[src/common/awr_pkg.sv]
package awr_pkg;

	// register byte offsets (chosen, no offsets are printed)
	localparam logic [7:0] OFF_WARMUP_CTRL = 8'h00;
	localparam logic [7:0] OFF_PRESENCE    = 8'h04;
	localparam logic [7:0] OFF_FORMAT      = 8'h08;
	localparam logic [7:0] OFF_IRQ_STATUS  = 8'h0c;
	localparam logic [7:0] OFF_IRQ_MASK    = 8'h10;
	localparam logic [7:0] OFF_RESULT_BASE = 8'h20;
	localparam int         NUM_RESULTS     = 24;
	localparam int         NUM_INPUTS      = 20;

	// warm-up control field positions
	localparam int BIT_DED_EN     = 0;
	localparam int BIT_SHR_EN     = 7;
	localparam int BIT_DED_RDY    = 8;
	localparam int BIT_SHR_RDY    = 15;
	localparam int BIT_DED_IEN    = 16;
	localparam int BIT_SHR_IEN    = 23;
	localparam int CNT_LSB        = 24;
	localparam int CNT_MSB        = 27;

	// warm-up counting: 2**code converter clocks, least code 4
	localparam logic [3:0] MIN_EXP  = 4'h4;
	localparam int         WCNT_W   = 16;

	localparam logic [31:0] RESET_WORD = 32'h0000_0000;
	localparam logic [18:0] PRESENT_LOW_RST = 19'h7ffff;
	localparam logic        PRESENT_TOP_DEF = 1'b1;

	// irq status bits
	localparam int IRQ_DED = 0;
	localparam int IRQ_SHR = 1;

	// dedicated converter primary/alternate routing
	localparam logic [4:0] DED_PRIMARY_IDX = 5'h00;

	typedef struct packed {
		logic        valid;     // one-cycle strobe
		logic [4:0]  index;     // input index
		logic        alternate; // sampled from dedicated alternate input
		logic        dedicated; // produced by dedicated converter
		logic [11:0] data;      // raw 12-bit result
	} awr_result_t;

	typedef enum logic [1:0] {
		WS_OFF  = 2'b00,
		WS_WARM = 2'b01,
		WS_RDY  = 2'b10
	} awr_wstate_t;

endpackage : awr_pkg

[src/core/awr_adc_warmup.sv]
// Chosen here: the AHB-Lite register port and the register addresses.
`timescale 1ns/1ps
// Behaviour
// - dedicated ready flag sets only after full warm-up count following enable
// - clearing an enable clears its ready flag at once
// - shared enable powers shared analog, warm-up by common count; clear disables
// - dedicated enable powers dedicated analog, waits common count; clear disables
// - control bits six down to one always read zero
// - twenty read-only input presence flags from boot config; upper bits zero
// - top presence flag taken from variant strap in the first cycle after reset release; all flags reset to one
// - 24 read-only 32-bit result registers, zero after reset
// - dedicated alternate-input result lands in the primary input register
// - result reads are formatted by the current fractional format setting
// - delay is 2**code converter clocks, codes below four give sixteen
// - per-converter ready interrupt enable sets irq status when ready sets; interrupt rises only if that status bit's mask bit is set
module awr_adc_warmup
	import awr_pkg::*;
(
	input  wire logic        hclk,           // bus and converter clock
	input  wire logic        hresetn,        // async reset, active low
	input  wire logic        hsel,           // slave select
	input  wire logic [31:0] haddr,          // byte address
	input  wire logic [1:0]  htrans,         // transfer type
	input  wire logic        hwrite,         // write when high
	input  wire logic [2:0]  hsize,          // transfer size
	input  wire logic        hready,         // bus ready in
	input  wire logic [31:0] hwdata,         // write data
	output logic      [31:0] hrdata,         // read data
	output logic             hreadyout,      // slave ready
	output logic             hresp,          // always okay
	input  wire logic        boot_load,      // pulse: load presence config
	input  wire logic [19:0] boot_present,   // presence flags from boot config
	input  wire logic        variant_top,    // variant strap for top flag
	input  wire awr_result_t result_in,      // converter results
	output logic             dedicated_bias_enable, // dedicated analog power
	output logic             shared_bias_enable,    // shared analog power
	output logic             irq             // level interrupt
);

	////////////////////////////////////////////////////////////////////////
	// bus address phase capture
	logic        ap_valid_ff, nxt_ap_valid;
	logic        ap_write_ff, nxt_ap_write;
	logic [7:0]  ap_addr_ff,  nxt_ap_addr;

	always_comb begin
		nxt_ap_valid = 1'b0;
		nxt_ap_write = ap_write_ff;
		nxt_ap_addr  = ap_addr_ff;
		if (hsel && hready && htrans[1]) begin
			nxt_ap_valid = 1'b1;
			nxt_ap_write = hwrite;
			nxt_ap_addr  = haddr[7:0];
		end
	end

	always_ff @(posedge hclk or negedge hresetn) begin
		if (!hresetn) begin
			ap_valid_ff <= 1'b0;
			ap_write_ff <= 1'b0;
			ap_addr_ff  <= 8'h00;
		end else begin
			ap_valid_ff <= nxt_ap_valid;
			ap_write_ff <= nxt_ap_write;
			ap_addr_ff  <= nxt_ap_addr;
		end
	end

	logic wr_en;
	assign wr_en = ap_valid_ff && ap_write_ff;

	function automatic logic hit(input logic [7:0] a, input logic [7:0] off);
		hit = (a[7:2] == off[7:2]);
	endfunction : hit

	////////////////////////////////////////////////////////////////////////
	// control registers
	logic [3:0] warmup_count_select_ff, nxt_warmup_count_select;
	logic       ded_en_ff, nxt_ded_en;
	logic       shr_en_ff, nxt_shr_en;
	logic       ded_ien_ff, nxt_ded_ien;
	logic       shr_ien_ff, nxt_shr_ien;
	logic       result_format_select_ff, nxt_result_format_select;
	logic [1:0] irq_mask_ff, nxt_irq_mask;

	always_comb begin
		nxt_warmup_count_select  = warmup_count_select_ff;
		nxt_ded_en               = ded_en_ff;
		nxt_shr_en               = shr_en_ff;
		nxt_ded_ien              = ded_ien_ff;
		nxt_shr_ien              = shr_ien_ff;
		nxt_result_format_select = result_format_select_ff;
		nxt_irq_mask             = irq_mask_ff;
		if (wr_en && hit(ap_addr_ff, OFF_WARMUP_CTRL)) begin
			nxt_warmup_count_select = hwdata[CNT_MSB:CNT_LSB];
			nxt_ded_en              = hwdata[BIT_DED_EN];
			nxt_shr_en              = hwdata[BIT_SHR_EN];
			nxt_ded_ien             = hwdata[BIT_DED_IEN];
			nxt_shr_ien             = hwdata[BIT_SHR_IEN];
		end
		if (wr_en && hit(ap_addr_ff, OFF_FORMAT))
			nxt_result_format_select = hwdata[0];
		if (wr_en && hit(ap_addr_ff, OFF_IRQ_MASK))
			nxt_irq_mask = hwdata[1:0];
	end

	always_ff @(posedge hclk or negedge hresetn) begin
		if (!hresetn) begin
			warmup_count_select_ff  <= 4'h0;
			ded_en_ff               <= 1'b0;
			shr_en_ff               <= 1'b0;
			ded_ien_ff              <= 1'b0;
			shr_ien_ff              <= 1'b0;
			result_format_select_ff <= 1'b0;
			irq_mask_ff             <= 2'h0;
		end else begin
			warmup_count_select_ff  <= nxt_warmup_count_select;
			ded_en_ff               <= nxt_ded_en;
			shr_en_ff               <= nxt_shr_en;
			ded_ien_ff              <= nxt_ded_ien;
			shr_ien_ff              <= nxt_shr_ien;
			result_format_select_ff <= nxt_result_format_select;
			irq_mask_ff             <= nxt_irq_mask;
		end
	end

	////////////////////////////////////////////////////////////////////////
	// warm-up counters, one per converter
	logic [WCNT_W-1:0] target;
	logic [3:0]        wexp;

	always_comb begin
		wexp   = (warmup_count_select_ff < MIN_EXP) ? MIN_EXP : warmup_count_select_ff;
		target = WCNT_W'(({{(WCNT_W-1){1'b0}}, 1'b1} << wexp) - 1'b1);
	end

	logic [1:0] en_vec;
	logic [1:0] rdy_vec;
	logic [1:0] rdy_rise;
	assign en_vec = {shr_en_ff, ded_en_ff};

	genvar gi;
	generate
		for (gi = 0; gi < 2; gi++) begin : g_warm
			awr_wstate_t       st_ff, nxt_st;
			logic [WCNT_W-1:0] cnt_ff, nxt_cnt;

			always_comb begin
				nxt_st  = st_ff;
				nxt_cnt = cnt_ff;
				unique case (st_ff)
					WS_OFF: begin
						nxt_cnt = '0;
						if (en_vec[gi])
							nxt_st = WS_WARM;
					end
					WS_WARM: begin
						if (!en_vec[gi]) begin
							nxt_st  = WS_OFF;
							nxt_cnt = '0;
						end else if (cnt_ff >= target) begin
							nxt_st = WS_RDY;
						end else begin
							nxt_cnt = WCNT_W'(cnt_ff + 1'b1);
						end
					end
					WS_RDY: begin
						if (!en_vec[gi]) begin
							nxt_st  = WS_OFF;
							nxt_cnt = '0;
						end
					end
					default: begin
						nxt_st  = WS_OFF;
						nxt_cnt = '0;
					end
				endcase
			end

			always_ff @(posedge hclk or negedge hresetn) begin
				if (!hresetn) begin
					st_ff  <= WS_OFF;
					cnt_ff <= '0;
				end else begin
					st_ff  <= nxt_st;
					cnt_ff <= nxt_cnt;
				end
			end

			// ready reads low in the very cycle its enable drops
			assign rdy_vec[gi]  = (st_ff == WS_RDY) && en_vec[gi];
			assign rdy_rise[gi] = (st_ff == WS_WARM) && (nxt_st == WS_RDY);
		end
	endgenerate

	////////////////////////////////////////////////////////////////////////
	// interrupt status: set wins over write-one-to-clear
	logic [1:0] irq_stat_ff, nxt_irq_stat;
	logic [1:0] irq_set;
	logic       irq_ff, nxt_irq;

	always_comb begin
		irq_set      = rdy_rise & {shr_ien_ff, ded_ien_ff};
		nxt_irq_stat = irq_stat_ff;
		if (wr_en && hit(ap_addr_ff, OFF_IRQ_STATUS))
			nxt_irq_stat = irq_stat_ff & ~hwdata[1:0];
		nxt_irq_stat = nxt_irq_stat | irq_set;
		nxt_irq      = |(nxt_irq_stat & irq_mask_ff);
	end

	always_ff @(posedge hclk or negedge hresetn) begin
		if (!hresetn) begin
			irq_stat_ff <= 2'h0;
			irq_ff      <= 1'b0;
		end else begin
			irq_stat_ff <= nxt_irq_stat;
			irq_ff      <= nxt_irq;
		end
	end

	////////////////////////////////////////////////////////////////////////
	// input presence flags; top flag caught after reset release
	logic [19:0] present_ff, nxt_present;
	logic        strap_done_ff, nxt_strap_done;

	always_comb begin
		nxt_present    = present_ff;
		nxt_strap_done = 1'b1;
		if (!strap_done_ff)
			nxt_present[NUM_INPUTS-1] = variant_top;
		if (boot_load)
			nxt_present = boot_present;
	end

	always_ff @(posedge hclk or negedge hresetn) begin
		if (!hresetn) begin
			present_ff    <= {PRESENT_TOP_DEF, PRESENT_LOW_RST};
			strap_done_ff <= 1'b0;
		end else begin
			present_ff    <= nxt_present;
			strap_done_ff <= nxt_strap_done;
		end
	end

	////////////////////////////////////////////////////////////////////////
	// result storage; raw 12-bit kept, format applied on read
	logic [11:0] result_ff [NUM_RESULTS];
	logic [4:0]  wr_idx;

	always_comb begin
		wr_idx = result_in.index;
		if (result_in.dedicated && result_in.alternate)
			wr_idx = DED_PRIMARY_IDX;
	end

	always_ff @(posedge hclk or negedge hresetn) begin
		if (!hresetn) begin
			for (int i = 0; i < NUM_RESULTS; i++)
				result_ff[i] <= 12'h000;
		end else if (result_in.valid && wr_idx < 5'(NUM_RESULTS)) begin
			result_ff[wr_idx] <= result_in.data;
		end
	end

	// fractional: left-justify into upper bits
	function automatic logic [31:0] fmt(input logic [11:0] raw, input logic frac);
		fmt = frac ? {raw, 20'h00000} : {20'h00000, raw};
	endfunction : fmt

	////////////////////////////////////////////////////////////////////////
	// read mux, registered for the data phase
	logic [31:0] rdata_ff, nxt_rdata;
	logic [7:0]  ridx;

	always_comb begin
		nxt_rdata = RESET_WORD;
		ridx      = 8'(nxt_ap_addr - OFF_RESULT_BASE) >> 2;
		if (nxt_ap_valid && !nxt_ap_write) begin
			if (hit(nxt_ap_addr, OFF_WARMUP_CTRL)) begin
				nxt_rdata[CNT_MSB:CNT_LSB] = warmup_count_select_ff;
				nxt_rdata[BIT_SHR_IEN]     = shr_ien_ff;
				nxt_rdata[BIT_DED_IEN]     = ded_ien_ff;
				nxt_rdata[BIT_SHR_RDY]     = rdy_vec[1];
				nxt_rdata[BIT_DED_RDY]     = rdy_vec[0];
				nxt_rdata[BIT_SHR_EN]      = shr_en_ff;
				nxt_rdata[BIT_DED_EN]      = ded_en_ff;  // bits 6..1 stay zero
			end else if (hit(nxt_ap_addr, OFF_PRESENCE)) begin
				nxt_rdata[19:0] = present_ff;
			end else if (hit(nxt_ap_addr, OFF_FORMAT)) begin
				nxt_rdata[0] = result_format_select_ff;
			end else if (hit(nxt_ap_addr, OFF_IRQ_STATUS)) begin
				nxt_rdata[1:0] = irq_stat_ff;
			end else if (hit(nxt_ap_addr, OFF_IRQ_MASK)) begin
				nxt_rdata[1:0] = irq_mask_ff;
			end else if (nxt_ap_addr >= OFF_RESULT_BASE && ridx < 8'(NUM_RESULTS)) begin
				nxt_rdata = fmt(result_ff[ridx[4:0]], result_format_select_ff);
			end
		end
	end

	always_ff @(posedge hclk or negedge hresetn) begin
		if (!hresetn)
			rdata_ff <= RESET_WORD;
		else
			rdata_ff <= nxt_rdata;
	end

	assign hrdata                = rdata_ff;
	assign hreadyout             = 1'b1;
	assign hresp                 = 1'b0;
	assign dedicated_bias_enable = ded_en_ff;
	assign shared_bias_enable    = shr_en_ff;
	assign irq                   = irq_ff;

endmodule : awr_adc_warmup

[config.mk]
export PLATFORM = sky130hd
export DESIGN_NAME = awr_adc_warmup
export DESIGN_NICKNAME = d
export VERILOG_FILES = /design/src/common/awr_pkg.sv /design/src/core/awr_adc_warmup.sv
export SDC_FILE = /design/constraint.sdc
export NUM_CORES = 1
export LEC_CHECK = 0
export BUFFER_PORTS_ARGS = -buffer_cell sky130_fd_sc_hd__buf_2
export CAP_MARGIN = 25
export CORE_ASPECT_RATIO = 0.7
export CORE_UTILIZATION = 35
export DETAILED_ROUTE_END_ITERATION = 16
export PLACE_DENSITY_LB_ADDON = 0.2
export RECOVER_POWER = 50
export SYNTH_ARGS = -nofsm -noshare
export SYNTH_HDL_FRONTEND = slang
export SYNTH_SLANG_ARGS = --single-unit
[constraint.sdc]
create_clock -name hclk -period 5.9 [get_ports hclk]
set_input_delay 0.295 -clock hclk [delete_from_list [all_inputs] [get_ports hclk]]
set_output_delay 0.295 -clock hclk [all_outputs]
set_load 0.05 [all_outputs]
==> flow_metrics.env, run 1 <==
export IMPL_num_antenna_cells=0
export IMPL_finalMaxSlewViolations=153
export IMPL_slew_headroom=-1.26
export IMPL_placedCellCount=2428
export IMPL_status="finished with violations"
export IMPL_cts_buffers=42
export IMPL_via_per_inst=5.59
export IMPL_grt_max_degree=162
export IMPL_placedInstanceArea_um2=20700
export IMPL_yosys_register_bits=401
export IMPL_synth_enable_flop_cells=0
export IMPL_synthTopCellsByArea="dfrtp_1 (49%), mux2_2 (18%), nand2_1 (3.5%)"
export IMPL_drt_iter0_drc=1169
export IMPL_grt_pass1_vias=14300
export IMPL_setup_viol=0
export IMPL_switching_share=0.289
export IMPL_power_internal_mw=5.38
export IMPL_fin_crit_ns=4.50
export IMPL_core_um2=54300
export IMPL_synth_avg_cell_area_um2=11.6
export IMPL_synth_top_area_share=0.491
export IMPL_end_kind="register"
export IMPL_cts_buffer_depth=3
export IMPL_hp_start="hwdata[0]"
export IMPL_timing_rr_start="ap_addr_ff[2]$_DFF_PN0_"
export IMPL_power_density_nw_per_um2=339
export IMPL_whs_ns=0.0417
export IMPL_track_usage=0.200
export IMPL_r2r_cells=8
export IMPL_layout_drive_gt1_share=0.280
export IMPL_cp_slowest_cell="a2111oi_0"
export IMPL_r2r_slack_ns=2.14
export IMPL_min_path_type="input pin to register"
export IMPL_pwr_share_clk=0.363
export IMPL_final_area_um2=22300
export IMPL_initial_utilization=0.358
export IMPL_worst_slack_ns=1.40
export IMPL_crit_family="buffers and inverters"
export IMPL_dp_worst_setup_slack_ns=1.83
export IMPL_cts_tree="built"
export IMPL_die_area_um2=56500
export IMPL_critPathMaxFanout=20
export IMPL_vias=14200
export IMPL_clock_sinks=401
export IMPL_fin_util=0.411
export IMPL_place_gp_congestion=0.820
export IMPL_irDropWorstVdd_mv=0.211
export IMPL_min_to="irq_mask_ff[0]$_DFFE_PN0P_"
export IMPL_cp_slowest_stage_delay_ns=0.99
export IMPL_die_h_um=199
export IMPL_ys_types=86
export IMPL_core_rowCount=71
export IMPL_htree_num_levels=2
export IMPL_arrival_ns=4.99
export IMPL_p_total_mw=7.57
export IMPL_ctsResizeCount=0
export IMPL_wl_per_cell_um=22.2
export IMPL_drc_errors=0
export IMPL_overflow=0
export IMPL_critPathLaunchType="input pin"
export IMPL_ys_seq_area_frac=0.518
export IMPL_path_cells="buf_2 -> nand3_1 -> clkbuf_1 -> inv_1 -> mux2i_2 -> ha_1 -> nor2_1 -> nor4_1 -> nand3_1 -> a2111oi_0 -> a221o_1"
export IMPL_grt_pass1_wl_um=87400
export IMPL_finClkSkew_ns=0.0188
export IMPL_dr_pass1_iters=5
export IMPL_synth_area_leader_cell="dfrtp_1"
export IMPL_syn_area_um2=19400
export IMPL_fin_setup_tns_ns=0
export IMPL_async_flop_share=1.00
export IMPL_hold_depth=2
export IMPL_leakagePower_nw=9.86
export IMPL_p_sw_mw=2.19
export IMPL_pwr_share_comb=0.192
export IMPL_root_buffer="clkbuf_16"
export IMPL_rr_endpoint="hrdata[4]$_DFF_PN0_"
export IMPL_antenna_found_initial=1
export IMPL_synth_cells=1675
export IMPL_cts_hold_buf=31
export IMPL_critical_path_class="input pin to register"
export IMPL_yosysWarnings=0
export IMPL_ioPinCount=153
export IMPL_nets=1924
export IMPL_synth_ff_type="dfrtp_1"
export IMPL_path_clk_slew_ns=0.06
export IMPL_rsz0062_at_grt="no"
export IMPL_io_buffers=99
export IMPL_violations="max-capacitance violations, max-slew violations"
export IMPL_drt_wl_total_um=56200
export IMPL_finalHoldViolCount=0
export IMPL_clk_latency_ns=0.55
export IMPL_dpl_hpwl_um=37100
export IMPL_fin_crit_sh=0.763
export IMPL_crit_path_start="htrans[1]"
export IMPL_postCtsSetupBuffers=0
export IMPL_timing_fmax_ghz=0.222
export IMPL_area_delta_synth_final_pct=14.9
export IMPL_required_ns=6.38
export IMPL_instances_no_fill=2536
export IMPL_cp_num_buf_inv=3
export IMPL_cp_common_cell="nand3_1"
export IMPL_maxCapViolCount=3
export IMPL_tightest_slew_ns=3.39
export IMPL_die_w_um=284
export IMPL_seq_power_share=0.445
export IMPL_detail_route_antenna_nets=0
[sequential cells by signal, summed over array words and instances, names as in the netlist]
| register | flops |
|---|---|
| result_ff | 288 |
| strap_done_ff | 1 |
| ap_addr_ff | 8 |
| shr_ien_ff | 1 |
| ap_write_ff | 1 |
| shared_bias_enable | 1 |
| g_warm.st_ff | 4 |
| g_warm.cnt_ff | 32 |
| warmup_count_select_ff | 4 |
| dedicated_bias_enable | 1 |
| result_format_select_ff | 1 |
| present_ff | 20 |
| ded_ien_ff | 1 |
| hrdata | 32 |
| irq_stat_ff | 2 |
| irq | 1 |
| irq_mask_ff | 2 |
| ap_valid_ff | 1 |
[power groups by stage]
| stage | sequential (mW) | clock [mW] | combinational (mW) |
|---|---|---|---|
| 6_report | 3.37 | 2.75 | 1.46 |
| 5_1_grt | 3.41 | 2.94 | 1.59 |
| 4_1_cts | 3.37 | 2.82 | 1.46 |
| 3_5_place_dp | 3.41 | 0 | 1.44 |
| 3_3_place_gp | 3.39 | 0 | 1.40 |
| 2_1_floorplan | 3.34 | 0 | 0.983 |
[cell usage in the layout, fill, tap and decap left out, types with 8 or more instances in the layout]
master         instances
a32oi_1               11
mux2_2               317
dlygate4sd3_1         31
a22oi_1                8
a311o_1                8
mux2i_1               39
o221ai_1              39
a21o_1                 8
o21ai_0               37
o22ai_1               13
nor3_1                22
dfstp_1               10
conb_1                11
clkbuf_1              65
buf_4                 15
nand4_1               12
buf_2                 61
nand2_1              182
a211oi_1              24
dfrtp_1              381
inv_1                 30
clkbuf_16             43
a21oi_1               25
nand3_1               41
and3_1                12
and2_1                17
dfstp_2               10
o211ai_1              13
ha_1                  33
a31oi_1               52
nor2_1                69
[cell families after synthesis]
family          synth area share
flops                      0.518
fa+ha+maj                 0.0212
compound gates             0.119
buf+inv                   0.0316
xor+xnor                 0.00135
other cells             0.000386
simple gates              0.0976
mux                        0.211
[synth_stat cells, types with 7 or more instances]
cell and n:
dfrtp_1 381, mux2_2 318, nand2_1 182, clkbuf_1 87, nor2_1 69, a31oi_1 52, mux2i_1 41, nand3_1 41
o221ai_1 39, o21ai_0 37, ha_1 33, inv_1 29, a21oi_1 26, a211oi_1 24, nor3_1 22, dfstp_2 20
and2_1 18, buf_1 14, o211ai_1 13, o22ai_1 13, and3_1 12, nand4_1 12, a32oi_1 11, buf_2 11
or2_2 9, a21o_1 8, a22oi_1 8, a311o_1 8, nand2b_1 7, o21ai_1 7, or4_1 7
[worst register-to-register path, delay by kind of cell (launching register included)]
kind | cells | cell delay (ns)
AND/OR/NAND/NOR | 2 | 0.23
flip-flops | 1 | 0.72
AO/OA/AOI/OAI | 4 | 1.54
buffers and inverters | 2 | 1.20
[how the worst max path moves through the flow]
stage	to	depth (start not counted)	slack (ns)
2_1_floorplan	g_warm[0].cnt_ff[11]$_DFFE_PN0P_	11	3.06
3_3_place_gp	hrdata[3]$_DFF_PN0_	11	1.77
3_5_place_dp	hrdata[6]$_DFF_PN0_	11	1.83
4_1_cts	hrdata[6]$_DFF_PN0_	8	2.06
5_1_grt	hrdata[5]$_DFF_PN0_	11	1.13
6_report	hrdata[4]$_DFF_PN0_	11	1.40
[layout make-up]
class / instances / area (um2)
well taps: 730 / 913
inverters: 33 / 125
multi-input cells: 1131 / 8820
clock inverters: 15 / 216
clock buffers: 60 / 1200
fillers: 5104 / 32000
repair buffers: 166 / 983
flip-flops and latches: 401 / 10100
[metal layers]
layer,track usage,vias up,routed length [um]
met1,0.305,7349,28000
met2,0.301,372,24500
met3,0.0259,67,2900
li1,-,6380,-
met4,0.0420,0,827
met5,0,-,0
Power figures use the tool's default switching activity.
==> run 2, diff against run 1 <==
==> constraint.sdc (replaced) <==
create_clock -name hclk -period 4.3 [get_ports hclk]
set_input_delay 0.215 -clock hclk [delete_from_list [all_inputs] [get_ports hclk]]
set_output_delay 0.215 -clock hclk [all_outputs]
set_load 0.05 [all_outputs]
==> run 2 against run 1 <==
Net effect:
- the run still ends with max-capacitance violations, max-slew violations left
- power grew 40%
- clock skew is 0.0050 ns higher
- critical path type is now register to register
- count of clock-buffer cells in the layout is 4 higher
- setup slack worse by 0.53 ns
- wire length grew 1.6%
- flip-flop and latch count is the same
- largest cell class unchanged
==> flow_metrics.env, run 2 (synthesis gave the netlist of run 1 again) <==
export IMPL_dr_pass1_iters=5
export IMPL_overflow=0
export IMPL_cts_tree="built"
export IMPL_io_buffers=99
export IMPL_detail_route_antenna_nets=0
export IMPL_drc_errors=0
export IMPL_drt_iter0_drc=1211
export IMPL_tightest_slew_ns=3.11
export IMPL_pwr_share_clk=0.373
export IMPL_layout_commonest_cell="dfrtp_1"
export IMPL_top_register="result_ff"
export IMPL_min_path_type="input pin to register"
export IMPL_setup_viol=0
export IMPL_clk_latency_ns=0.55
export IMPL_critPathLaunchType="register"
export IMPL_clock_sinks=401
export IMPL_grt_pass1_wl_um=88700
export IMPL_end_kind="register"
export IMPL_track_usage=0.204
export IMPL_ctsResizeCount=0
export IMPL_layout_drive_gt1_share=0.292
export IMPL_vias=14300
export IMPL_rr_endpoint="hrdata[3]$_DFF_PN0_"
export IMPL_core_rowCount=71
export IMPL_antenna_found_initial=2
export IMPL_place_gp_congestion=0.814
export IMPL_nets=1939
export IMPL_r2r_slack_ns=0.87
export IMPL_slew_headroom=-1.07
export IMPL_grt_pass1_vias=14400
export IMPL_finClkSkew_ns=0.0238
export IMPL_fillers=5115
export IMPL_pwr_share_comb=0.192
export IMPL_grt_max_degree=117
export IMPL_arrival_ns=3.91
export IMPL_cts_buffers=42
export IMPL_finalHoldViolCount=0
export IMPL_num_antenna_cells=0
export IMPL_cts_buffer_depth=3
export IMPL_critPathMaxFanout=29
export IMPL_required_ns=4.78
export IMPL_crit_path_start="ap_addr_ff[2]$_DFF_PN0_"
export IMPL_power_internal_mw=7.57
export IMPL_rsz0062_at_grt="no"
export IMPL_dpl_hpwl_um=37800
export IMPL_critical_path_class="register to register"
export IMPL_maxCapViolCount=1
export IMPL_via_per_inst=5.58
export IMPL_power_density_nw_per_um2=470
export IMPL_seq_power_share=0.436
export IMPL_irDropWorstVdd_mv=0.279
export IMPL_fin_setup_tns_ns=0
export IMPL_final_cell_mix="dfrtp_1 (381), mux2_2 (317), nand2_1 (182)"
export IMPL_timing_rr_start="ap_addr_ff[2]$_DFF_PN0_"
export IMPL_path_clk_slew_ns=0.06
export IMPL_r2r_cells=9
export IMPL_largest_reg_flops=288
export IMPL_die_w_um=284
export IMPL_core_um2=54300
export IMPL_wl_per_cell_um=22.4
export IMPL_leakagePower_nw=10.0
export IMPL_ioPinCount=153
export IMPL_p_total_mw=10.6
export IMPL_switching_share=0.287
export IMPL_fin_util=0.417
export IMPL_drt_wl_total_um=57100
export IMPL_timing_fmax_ghz=0.292
export IMPL_p_sw_mw=3.05
export IMPL_violations="max-capacitance violations, max-slew violations"
export IMPL_die_h_um=199
export IMPL_die_area_um2=56500
export IMPL_finalMaxSlewViolations=114
export IMPL_fin_crit_ns=3.43
export IMPL_fin_crit_sh=0.797
export IMPL_crit_end="hrdata[3]$_DFF_PN0_"
export IMPL_root_buffer="clkbuf_16"
export IMPL_htree_num_levels=2
export IMPL_cts_hold_buf=36
export IMPL_postCtsSetupBuffers=0
export IMPL_area_delta_synth_final_pct=16.3
export IMPL_whs_ns=0.161
export IMPL_initial_utilization=0.358
export IMPL_status="finished with violations"
run 2: cell types whose count changed in the layout (fill, tap and decap cells not counted), sizes merged:
cell | before | now
buf | 79 | 100
clkbuf | 115 | 109
dlygate4sd3 | 31 | 36
clkinvlp | 2 | 1
dlymetal6s2s | 1 | 0
inv | 32 | 31
run 2: stage by stage:
step	area, um2	instances	setup WS [ns]
after floorplan	19500	1684	1.46
after detailed placement	20800	2438	0.915
after global routing	22600	2553	0.687
after CTS	22700	2551	0.959
after global placement	20800	2438	1.00
final	22600	2553	0.871
run 2: metal layers:
metal | vias up | part of all wire | global-route usage
met2 | 367 | 0.44 | 0.309
met3 | 75 | 0.051 | 0.0279
met4 | 0 | 0.018 | 0.0462
met5 | - | 0 | 0
li1 | 6401 | - | -
met1 | 7408 | 0.49 | 0.307
run 2: power by group through the flow:
stage | clock network [mW] | logic (mW) | registers, mW
2_1_floorplan | 0 | 1.35 | 4.59
3_3_place_gp | 0 | 1.97 | 4.66
3_5_place_dp | 0 | 2.01 | 4.69
4_1_cts | 4.06 | 2.04 | 4.62
5_1_grt | 4.21 | 2.23 | 4.69
6_report | 3.96 | 2.04 | 4.63
run 2: critical path, stage by stage (launching register included):
cell       delay [ns]
dfrtp_1          0.77
nand2b_1         0.22
mux2_2           0.74
buf_4            0.28
o221ai_1         0.13
a31oi_1          0.24
nor2_1           0.11
a2111oi_0        0.57
buf_4            0.20
a221o_1          0.09
run 2: final cells by class:
| cell class | count | area [um2] | share of cell area |
|---|---|---|---|
| flip-flops and latches | 401 | 10100 | 0.445 |
| multi-input cells | 1131 | 8830 | 0.390 |
| clock buffers | 64 | 1320 | 0.0583 |
| repair buffers | 181 | 1170 | 0.0517 |
| well taps | 730 | 913 | 0.0404 |
| clock inverters | 13 | 196 | 0.00869 |
| inverters | 33 | 125 | 0.00553 |
run 2: how the worst min path moves through the flow:
stage          startpoint                          to  slack (ns)  cells past startpoint
2_1_floorplan     hresetn     ap_addr_ff[0]$_DFF_PN0_       -0.08                      0
3_3_place_gp      hresetn  result_ff[166]$_DFFE_PN0P_        0.38                      1
3_5_place_dp      hresetn  result_ff[165]$_DFFE_PN0P_        0.39                      1
4_1_cts            hready       ap_valid_ff$_DFF_PN0_        0.08                      3
5_1_grt         boot_load   present_ff[1]$_DFFE_PN1P_        0.20                      3
6_report        boot_load   present_ff[0]$_DFFE_PN1P_        0.16                      3
==> run 3, diff against run 2 <==
==> constraint.sdc (replaced) <==
create_clock -name hclk -period 2.93 [get_ports hclk]
set_input_delay 0.1465 -clock hclk [delete_from_list [all_inputs] [get_ports hclk]]
set_output_delay 0.1465 -clock hclk [all_outputs]
set_load 0.05 [all_outputs]
==> run 3 against run 2 <==
Net effect:
- the run still ends with max-capacitance violations, max-slew violations left
- clock skew shrank 0.00076 ns
- wire length grew 0.23%
- flip-flop and latch count is the same
==> flow_metrics.env, run 3 (synthesis gave the netlist of run 1 again) <==
export IMPL_status="finished with violations"
export IMPL_violations="max-capacitance violations, max-slew violations"
export IMPL_area_delta_synth_final_pct=20.4
export IMPL_slew_headroom=-0.436
export IMPL_fin_setup_tns_ns=0
export IMPL_maxCapViolCount=1
export IMPL_fin_util=0.431
export IMPL_placedInstanceArea_um2=21400
export IMPL_layout_commonest_cell="dfrtp_1"
export IMPL_cp_num_buf_inv=2
export IMPL_dr_pass1_iters=6
export IMPL_arrival_ns=3.30
export IMPL_cts_buffers=42
export IMPL_worst_slack_ns=0.108
export IMPL_pwr_share_comb=0.215
export IMPL_leakagePower_nw=10.6
export IMPL_finClkSkew_ns=0.0230
export IMPL_cts_buffer_depth=3
export IMPL_seq_power_share=0.435
export IMPL_grt_use_met1=0.302
export IMPL_switching_share=0.295
export IMPL_grt_pass1_wl_um=88100
export IMPL_nets=2011
export IMPL_irDropWorstVdd_mv=0.406
export IMPL_rr_endpoint="g_warm[0].cnt_ff[11]$_DFFE_PN0P_"
export IMPL_via_per_inst=5.50
export IMPL_place_gp_congestion=0.862
export IMPL_hp_start="boot_load"
export IMPL_power_density_nw_per_um2=665
export IMPL_htree_num_levels=2
export IMPL_grt_pass1_vias=14400
export IMPL_cp_slowest_cell="or4_4"
export IMPL_die_w_um=284
export IMPL_r2r_slack_ns=0.11
export IMPL_whs_ns=0.0547
export IMPL_power_internal_mw=11.0
export IMPL_path_depth=10
export IMPL_finalMaxSlewViolations=73
export IMPL_drt_wl_total_um=57200
export IMPL_antenna_found_initial=2
export IMPL_core_um2=54300
export IMPL_min_path_type="input pin to register"
export IMPL_end_kind="register"
export IMPL_core_rowCount=71
export IMPL_wl_per_cell_um=21.8
export IMPL_critical_path_class="register to register"
export IMPL_dp_worst_setup_slack_ns=-0.172
export IMPL_placedCellCount=2499
export IMPL_vias=14400
export IMPL_initial_utilization=0.358
export IMPL_p_total_mw=15.6
export IMPL_path_cells="buf_6 -> o31ai_4 -> buf_4 -> ha_1 -> a21oi_2 -> or2b_2 -> o31ai_4 -> a211oi_4 -> or4_4 -> a21oi_2"
export IMPL_top_register="result_ff"
export IMPL_fillers=5072
export IMPL_path_clk_slew_ns=0.06
export IMPL_instances_no_fill=2626
export IMPL_root_buffer="clkbuf_16"
export IMPL_tightest_slew_ns=2.15
export IMPL_detail_route_antenna_nets=0
export IMPL_track_usage=0.203
export IMPL_required_ns=3.41
export IMPL_hold_depth=3
export IMPL_timing_rr_start="warmup_count_select_ff[0]$_DFFE_PN0P_"
export IMPL_overflow=0
export IMPL_layout_drive_gt1_share=0.348
export IMPL_clk_latency_ns=0.57
export IMPL_drt_iter0_drc=1194
export IMPL_critPathLaunchType="register"
export IMPL_die_h_um=199
export IMPL_setup_viol=0
export IMPL_finalHoldViolCount=0
export IMPL_cp_slowest_stage_delay_ns=0.50
export IMPL_dpl_hpwl_um=38200
export IMPL_min_to="present_ff[0]$_DFFE_PN1P_"
export IMPL_pwr_share_clk=0.350
export IMPL_drc_errors=0
export IMPL_io_buffers=99
export IMPL_timing_fmax_ghz=0.354
export IMPL_critPathMaxFanout=5
export IMPL_rsz0062_at_grt="yes"
export IMPL_crit_family="compound AO/OA/AOI/OAI gates"
export IMPL_die_area_um2=56500
export IMPL_final_cell_mix="dfrtp_1 (378), mux2_2 (317), nand2_1 (182)"
export IMPL_grt_busiest_layer="met2"
export IMPL_grt_met2_usage=0.307
export IMPL_cts_tree="built"
export IMPL_fin_crit_ns=2.82
export IMPL_grt_util_met3=0.0300
export IMPL_final_area_um2=23400
export IMPL_largest_reg_flops=288
export IMPL_p_sw_mw=4.58
export IMPL_ioPinCount=153
export IMPL_fin_crit_sh=0.963
export IMPL_grt_max_degree=76
export IMPL_r2r_cells=10
export IMPL_clock_sinks=401
export IMPL_num_antenna_cells=0
[run 3: cell count changes in the layout (fill, tap and decap cells not counted), moves of 4 or more]
cell and delta:
dfstp_2 +4, buf_2 +26, clkbuf_1 -35, a21oi_1 -5, buf_12 +9, a21oi_2 +4
bufinv_16 -4, dfstp_1 -4, buf_4 +65
[run 3: worst max path at each step]
stage	startpoint	to	slack, ns
after CTS	warmup_count_select_ff[3]$_DFFE_PN0P_	g_warm[0].cnt_ff[11]$_DFFE_PN0P_	0.005
after global placement	htrans[1]	hrdata[4]$_DFF_PN0_	-0.11
final	warmup_count_select_ff[0]$_DFFE_PN0P_	g_warm[0].cnt_ff[11]$_DFFE_PN0P_	0.11
after floorplan	warmup_count_select_ff[2]$_DFFE_PN0P_	g_warm[0].cnt_ff[11]$_DFFE_PN0P_	0.09
after detailed placement	htrans[1]	hrdata[3]$_DFF_PN0_	-0.17
after global routing	ap_addr_ff[6]$_DFF_PN0_	hrdata[6]$_DFF_PN0_	-0.04
[run 3: timing repair]
| action | 4_1_cts | 5_1_grt |
|---|---|---|
| setup endpoints to repair | 1 | 30 |
| endpoints found under the hold margin | 109 | 0 |
| gates resized for setup | 2 | 29 |
| pin swaps | 0 | 4 |
| hold buffers | 37 | 0 |
| buffers inserted | 0 | 8 |
| gates cloned | 0 | 2 |
[run 3: area by class of cell]
| type | instances | area [um2] | area share |
|---|---|---|---|
| well taps | 730 | 913 | 0.0391 |
| flip-flops and latches | 401 | 10100 | 0.430 |
| clock buffers | 66 | 1290 | 0.0553 |
| repair buffers | 251 | 1900 | 0.0814 |
| clock inverters | 12 | 113 | 0.00481 |
| inverters | 33 | 125 | 0.00535 |
| multi-input cells | 1133 | 8980 | 0.384 |
[run 3: per-layer routing]
metal	vias up	routed length (um)	part of all wire
li1	6561	-	-
met1	7390	28300	0.49
met2	401	25000	0.44
met3	93	2690	0.047
met4	2	1270	0.022
met5	-	10	0.00017
[run 3: power by group through the flow]
stage | clock network (mW) | logic [mW] | registers (mW)
after floorplan | 0 | 1.98 | 6.73
after global placement | 0 | 3.17 | 6.81
after detailed placement | 0 | 3.22 | 6.85
after CTS | 5.59 | 3.27 | 6.76
after global routing | 5.80 | 3.63 | 6.86
final | 5.45 | 3.34 | 6.76
[run 3: worst reg2reg max path, cell delays in order, from the launching register on]
cell and delay (ns):
dfrtp_1 0.41, buf_6 0.15, o31ai_4 0.23, buf_4 0.14, ha_1 0.24, a21oi_2 0.14, or2b_2 0.32, o31ai_4 0.37
a211oi_4 0.10, or4_4 0.50, a21oi_2 0.14
